[src/verilog/drc_defs.vh]
// Constants for the decade ripple counter
`ifndef DRC_DEFS_VH
`define DRC_DEFS_VH

// Cycle lengths of the three-stage section
`define DRC_LEN_DECADE   4'h5
`define DRC_LEN_TWELVE   4'h6
`define DRC_LEN_BINARY   4'h8

// Forced values of the three-stage section and the divide-by-two stage
`define DRC_HI_ZERO      3'h0
`define DRC_HI_NINE      3'h4
`define DRC_HI_ONE       3'h1
`define DRC_LO_ZERO      1'h0
`define DRC_LO_NINE      1'h1

// Synchronised input vector layout
`define DRC_SYNC_W       6
`define DRC_IDX_CNT_A    0
`define DRC_IDX_CNT_B    1
`define DRC_IDX_CLR_A    2
`define DRC_IDX_CLR_B    3
`define DRC_IDX_PRE_A    4
`define DRC_IDX_PRE_B    5

// Reset values
`define DRC_SYNC_RST     6'h00

`endif

[src/verilog/drc_counter.v]
// Divide-by-two plus three-stage counter with gated clear and preset
`timescale 1ns/1ps
`default_nettype none
`include "drc_defs.vh"

// Contract
// Four stages: one divide-by-two stage stepped by count A, three stages stepped by count B.
// The decade variant's three-stage section cycles through five states, dividing by five.
// Variant lengths six and eight are available and they ignore the preset-to-nine inputs.
// Both clear-to-zero inputs high force all four outputs low regardless of counting.
// In the decade variant both preset inputs high force the outputs to binary nine.
// For BCD counting the outside links bit 0 to count B and drives count A.
// For a symmetric divide-by-ten the outside links bit 3 to count A and drives count B.
// Preset beats clear, and counting happens on falling count edges only when neither forces.
module drc_counter #(
    parameter [3:0] SECTION_LEN = `DRC_LEN_DECADE
) (
    input  wire ref_clk_in,
    input  wire rstn_in,
    input  wire clk_en_in,
    input  wire count_a_in,
    input  wire count_b_in,
    input  wire clear_zero_a_in,
    input  wire clear_zero_b_in,
    input  wire preset_nine_a_in,
    input  wire preset_nine_b_in,
    output wire cnt_bit0_out,
    output wire cnt_bit1_out,
    output wire cnt_bit2_out,
    output wire cnt_bit3_out
);

    wire [`DRC_SYNC_W-1:0] raw_in;
    reg  [`DRC_SYNC_W-1:0] meta_reg;
    reg  [`DRC_SYNC_W-1:0] sync_reg;
    reg  [1:0]             cnt_prev_reg;
    reg                    lo_reg;
    reg                    lo_next;
    reg  [2:0]             hi_reg;
    reg  [2:0]             hi_next;
    wire                   clear_all;
    wire                   preset_all;
    wire                   fall_a;
    wire                   fall_b;
    wire                   has_preset;

    assign raw_in = {preset_nine_b_in, preset_nine_a_in,
                     clear_zero_b_in, clear_zero_a_in,
                     count_b_in, count_a_in};

    // Two flops per pin; only the second is read
    genvar gi;
    generate
        for (gi = 0; gi < `DRC_SYNC_W; gi = gi + 1) begin : g_sync
            always @(posedge ref_clk_in or negedge rstn_in) begin
                if (!rstn_in) begin
                    meta_reg[gi] <= 1'b0;
                    sync_reg[gi] <= 1'b0;
                end else if (clk_en_in) begin
                    meta_reg[gi] <= raw_in[gi];
                    sync_reg[gi] <= meta_reg[gi];
                end
            end
        end
    endgenerate

    // Next state of the three-stage section with wrap at the variant length
    function [2:0] drc_hi_step;
        input [2:0] cur;
        input [3:0] len;
        reg   [3:0] nxt;
        begin
            nxt = {1'b0, cur} + 4'h1;
            if (nxt >= len) begin
                drc_hi_step = `DRC_HI_ZERO;
            end else begin
                drc_hi_step = nxt[2:0];
            end
        end
    endfunction

    // Only the decade variant has preset inputs
    assign has_preset = (SECTION_LEN == `DRC_LEN_DECADE);
    assign clear_all  = sync_reg[`DRC_IDX_CLR_A] & sync_reg[`DRC_IDX_CLR_B];
    assign preset_all = has_preset & sync_reg[`DRC_IDX_PRE_A]
                        & sync_reg[`DRC_IDX_PRE_B];

    // Falling edges stand in for the ripple clocks of the original stages
    assign fall_a = cnt_prev_reg[`DRC_IDX_CNT_A] & ~sync_reg[`DRC_IDX_CNT_A];
    assign fall_b = cnt_prev_reg[`DRC_IDX_CNT_B] & ~sync_reg[`DRC_IDX_CNT_B];

    always @* begin
        lo_next = lo_reg;
        hi_next = hi_reg;
        if (preset_all) begin
            lo_next = `DRC_LO_NINE;
            hi_next = `DRC_HI_NINE;
        end else if (clear_all) begin
            lo_next = `DRC_LO_ZERO;
            hi_next = `DRC_HI_ZERO;
        end else begin
            if (fall_a) begin
                lo_next = ~lo_reg;
            end
            if (fall_b) begin
                hi_next = drc_hi_step(hi_reg, SECTION_LEN);
            end
        end
    end

    always @(posedge ref_clk_in or negedge rstn_in) begin
        if (!rstn_in) begin
            cnt_prev_reg <= 2'h0;
            lo_reg       <= `DRC_LO_ZERO;
            hi_reg       <= `DRC_HI_ZERO;
        end else if (clk_en_in) begin
            cnt_prev_reg <= sync_reg[`DRC_IDX_CNT_B:`DRC_IDX_CNT_A];
            lo_reg       <= lo_next;
            hi_reg       <= hi_next;
        end
    end

    // External chaining (bit 0 to B, or bit 3 to A) adds sync latency per stage
    assign cnt_bit0_out = lo_reg;
    assign cnt_bit1_out = hi_reg[0];
    assign cnt_bit2_out = hi_reg[1];
    assign cnt_bit3_out = hi_reg[2];

endmodule // drc_counter
`default_nettype wire

[config.mk]
export PLATFORM = sky130hd
export DESIGN_NAME = drc_counter
export DESIGN_NICKNAME = d
export VERILOG_FILES = /design/src/verilog/drc_counter.v
export VERILOG_INCLUDE_DIRS = /design/src /design/src/verilog
export SDC_FILE = /design/constraint.sdc
export NUM_CORES = 1
export LEC_CHECK = 0
export BUFFER_PORTS_ARGS = -buffer_cell sky130_fd_sc_hd__buf_2
export CAP_MARGIN = 20
export CORE_MARGIN = 2
export CORE_UTILIZATION = 53
export DETAILED_ROUTE_END_ITERATION = 6
export PLACE_DENSITY_LB_ADDON = 0.2
export SETUP_SLACK_MARGIN = 0.3
export SLEW_MARGIN = 20
export SYNTH_ARGS = -nofsm -noshare
export SYNTH_HDL_FRONTEND = slang
export SYNTH_SLANG_ARGS = --single-unit
[constraint.sdc]
create_clock -name ref_clk_in -period 1.6 [get_ports ref_clk_in]
set_input_delay 0.32 -clock ref_clk_in [delete_from_list [all_inputs] [get_ports ref_clk_in]]
set_output_delay 0.32 -clock ref_clk_in [all_outputs]
set_load 0.02 [all_outputs]
# [Word level (Yosys, flattened, before mapping)]
# Cells that the tools add are included.
[word_totals] reg_bits=18 inputBits=9 out_inout_bits=4 elab_cells=35
[classes] n_addsub=1 magnitude_cmp=1 muxes=7 bitwise=7 reduce_logical=4
[op_table] op="3-bit two-way mux" n=4
[op_table] op="3-bit nonzero test" n=2
[op_table] op="3-bit by 1-bit adder with 4-bit output, second input constant" n=1
[op_table] op="1-bit AND" n=4
[op_table] op="4-bit by 3-bit greater-or-equal comparator with 1-bit output, second input constant" n=1
[op_table] op="2-bit AND reduction" n=2
[op_table] op="1-bit two-way mux" n=3
[op_table] op="1-bit inverter" n=3

# [Depth between registers and ports, before layout]
[depth] word_depth=6 mapped_depth=6 depth_no_buf=6

# [Least setup slack after synthesis]
# No wires, ideal clock.
[synth_timing] kind="flip-flop to flip-flop" startpoint="register hi_reg[0]" endpoint="register hi_reg[1]" setup_ps=64 t_arrival_ps=1400 required_time_ps=1536 path_slack_ps=136 stages_incl_launch_ff=7 path_buffers=0 period_less_slack_ps=1464 path_cell_list="dfrtp_1 -> inv_1 -> ha_1 -> nor2b_1 -> o21ai_0 -> a211oi_2 -> a21o_1"
[synth_between] elab_chain_cells=6
[synth_lines] item="start: declaration" line_no="drc_counter.v:39" text="reg [2:0] hi_reg;"
[synth_lines] item="start signal: assignment" line_no="drc_counter.v:115" text="hi_reg <= `DRC_HI_ZERO;"
[synth_lines] item="start signal: assignment" line_no="drc_counter.v:119" text="hi_reg <= hi_next;"
[synth_lines] item="3-bit by 1-bit adder with 4-bit output (*)" line_no="drc_counter.v:73" text="nxt = {1'b0, cur} + 4'h1;"
[synth_lines] item="4-bit by 3-bit greater-or-equal comparator with 1-bit output" line_no="drc_counter.v:74" text="if (nxt >= len) begin"
[synth_lines] item="3-bit two-way mux (*)" line_no="drc_counter.v:74"
[synth_lines] item="3-bit two-way mux (*)" line_no="drc_counter.v:105" text="if (fall_b) begin"
[synth_lines] item="3-bit two-way mux (*)" line_no="drc_counter.v:98" text="end else if (clear_all) begin"
[synth_lines] item="3-bit two-way mux (*)" line_no="drc_counter.v:95" text="if (preset_all) begin"
# Mark *: on every way between the ends. The rest lies on a longest branch, timed or not. The select of a mux whose other input is x is not followed.
# A chain may end at the register's enable or synchronous reset.

# [Worst setup path after layout]
[layout_timing] startpoint="register sync_reg[5]" endpoint="register hi_reg[0]"
[layout_between] elab_chain_cells=3 elab_cells_between_ends=4 classes_between="1 x mux; 1 x bitwise; 2 x reduce/logical"
[layout_lines] item="start: declaration" line_no="drc_counter.v:35" text="reg [`DRC_SYNC_W-1:0] sync_reg;"
[layout_lines] item="start signal: indexed assignment" line_no="drc_counter.v:61" text="sync_reg[gi] <= meta_reg[gi];"
[layout_lines] item="1-bit AND (*)" line_no="drc_counter.v:85" text="assign preset_all = has_preset & sync_reg[`DRC_IDX_PRE_A]"
[layout_lines] item="3-bit nonzero test (no line)"
[layout_lines] item="2-bit AND reduction (no line)"
# Mark *: on every way between the ends. The rest lies on a longest branch, timed or not.

==> flow_summary.yaml <==
global_routing:
  grt_pass1_wl_mm: 2.17
  grt_remaining_overflow: 0
  grtUsageTotal_pct: 16.2
  grt_pass1_vias: 511
  antenna_found_initial: 0
  grt_max_degree: 19
timing:
  timing.setup.tns_ps: 0
  grt_setup_unrepaired: "true"
  period_minus_slack_ps: 1340
  fmax_mhz: 745
  drv_slew: 0
  tightest_slew_ps: 391
  hold_viol: 0
  min_period_over_period_pct: 83.9
  finClkSkew_ps: 4.34
  setup_viol: 0
  maxSlewHeadroom_pct: 74.0
route:
  ant_nets: 0
  drc: 0
  wl_per_cell_um: 12.2
  via_per_inst: 5.42
  wirelength_mm: 1.23
  drt_iter0_drc: 4
  drt-pass1-iter-count: 4
  vias: 547
power:
  clock_power_share_pct: 24.3
  leakagePower_uw: 0.000454
  p_per_area_nw_per_um2: 1110
  p_switching_uw: 316
  pwr-share-seq_pct: 52.5
  combPwrFrac_pct: 23.3
  p_int_uw: 799
  swShare_pct: 28.4
  ir_drop_mv: 0.914
synth:
  synth_area_um2: 846
  synth.distinct_cells: 20
  synth_top_cells_by_area: "dfrtp_1, mux2_2, ha_1"
  ys_seq_area_share_pct: 53.3
  avgSynthCellArea_um2: 12.6
  synth.net_count: 79
  yosys_register_bits: 18
  synth_top_cell_area_share_pct: 53.3
  syn_inst: 67
  yosys_warnings: 0
  synth_top_area_cell: "dfrtp_1"
die:
  start_util_pct: 56.1
  dieArea_um2: 1930
  ios: 13
  die_x_um: 44.0
  rows: 14
  die_h_um: 44.0
  core-area_um2: 1510
critical_path:
  worstSetupEndpointType: "flop"
  cp.required_ps: 1800
  critPathKind: "reg2reg"
  crit_fanout: 4
  start_kind: "flop"
  rr_startpoint: "sync_reg[5]"
  startpoint: "sync_reg[5]"
  crit_arrival_ps: 1540
clocking:
  cts_sinks: 18
  htree_levels: 1
  cts_root_buffer: "clkbuf_4"
  path_clk_slew_ps: 100
  clock_path_buffers: 2
  clk-insertion-delay-late_ps: 280
  cts_tree: "yes"
  cts_inserted_buffers: 3
placed_design:
  portBuffers: 12
  gp_congestion: 0.747
  hpwl_um: 887
layout:
  syn_to_final_growth_pct: 18.8
  nFillCells: 137
  utilization_pct: 66.7
  drive_above_1_share_pct: 51.8
  nets: 98
  n_antenna_cell: 0
flow_run:
  drv_cap: 0
run_status:
  outcome: "finished, final reports clean"
min_path:
  hp-class: "in2reg"
  hp-start: "count_b_in"
-- power by group through the flow --
stage	clock, uW	combinational (uW)	sequential [uW]
finish	271	259	585
global route	308	283	599
CTS	283	251	586
detailed placement	0	231	599
global placement	0	225	596
floorplan	0	139	618
-- synthesized netlist by cell type, drive strengths merged --
| cell | number |
|---|---|
| nand2b | 2 |
| mux2 | 14 |
| o22ai | 1 |
| nand3b | 1 |
| ha | 3 |
| a31o | 1 |
| a21bo | 1 |
| or3b | 1 |
| a21o | 2 |
| a21oi | 5 |
| dfrtp | 18 |
| a211oi | 1 |
| nand3 | 1 |
| o31ai | 1 |
| nor2b | 2 |
| nand2 | 5 |
| buf | 2 |
| o21ai | 2 |
| inv | 4 |
-- critical path, cell delays in order (launching register included) --
cell     delay, ps
dfrtp_1        420
a21bo_4        230
or3b_4         370
o31ai_1        230
-- what timing repair did --
| item | CTS | global route |
|---|---|---|
| pin swaps | 0 | 5 |
| endpoints found under the setup margin | 2 | 3 |
| hold buffers | 1 | 0 |
| gates resized for setup | 0 | 5 |
| endpoints found under the hold margin | 18 | 0 |
| buffers inserted | 2 | 0 |
-- layer usage --
layer | GRT usage, % | vias up | wire (um)
met3 | 5.00 | 2 | 35
met4 | 9.09 | 0 | 17
met1 | 21.9 | 264 | 606
met2 | 22.9 | 7 | 573
li1 | - | 274 | -
met5 | 0 | - | 0
-- cells by family after synthesis --
| family | after synthesis | share of synthesized area, % |
|---|---|---|
| flops | 18 | 53.3 |
| compound gates | 14 | 12.0 |
| mux | 14 | 18.6 |
| simple gates | 12 | 7.99 |
| buf+inv | 6 | 3.70 |
| fa+ha+maj | 3 | 4.44 |
-- cell usage in the layout (no fill, tap or decap), types with 2 or more instances in the layout --
cell / count
clkbuf_4: 3
nand2b_1: 2
inv_1: 4
buf_2: 12
dfrtp_2: 2
nand2_1: 5
buf_4: 3
a21o_1: 2
mux2_2: 14
dfrtp_1: 16
a21oi_1: 4
ha_1: 2
-- worst paths after layout --
path	slack (ps)	endpoint	cells past startpoint
worst min-delay path	260	meta_reg[1]	2
worst min register to register	510	sync_reg[4]	1
min in group asynchronous	470	hi_reg[0]	2
worst max register to register	260	hi_reg[0]	3
worst max-delay path	260	hi_reg[0]	3
max in group asynchronous	820	hi_reg[1]	2
-- metrics by stage --
| stage | total power, uW | worst slack (ps) | area [um^2] | cells | hold WS (ps) |
|---|---|---|---|---|---|
| after global routing | 1190 | 215 | 1000 | 101 | 239 |
| after CTS | 1120 | 245 | 983 | 101 | 252 |
| after global placement | 822 | 263 | 922 | 94 | 265 |
| after detailed placement | 830 | 243 | 922 | 94 | 267 |
| after floorplan | 757 | 268 | 851 | 67 | 24.4 |
| final | 1120 | 257 | 1000 | 101 | 258 |
-- area by class of cell --
class	count	area (um^2)	area share, %
Inverter	4	15.0	1.49
Clock buffer	4	36.3	3.61
Sequential cell	18	453	45.1
Timing Repair Buffer	16	92.6	9.22
Tap cell	16	20.0	1.99
Multi-Input combinational cell	43	388	38.6
(Power assumes the default switching activity.)
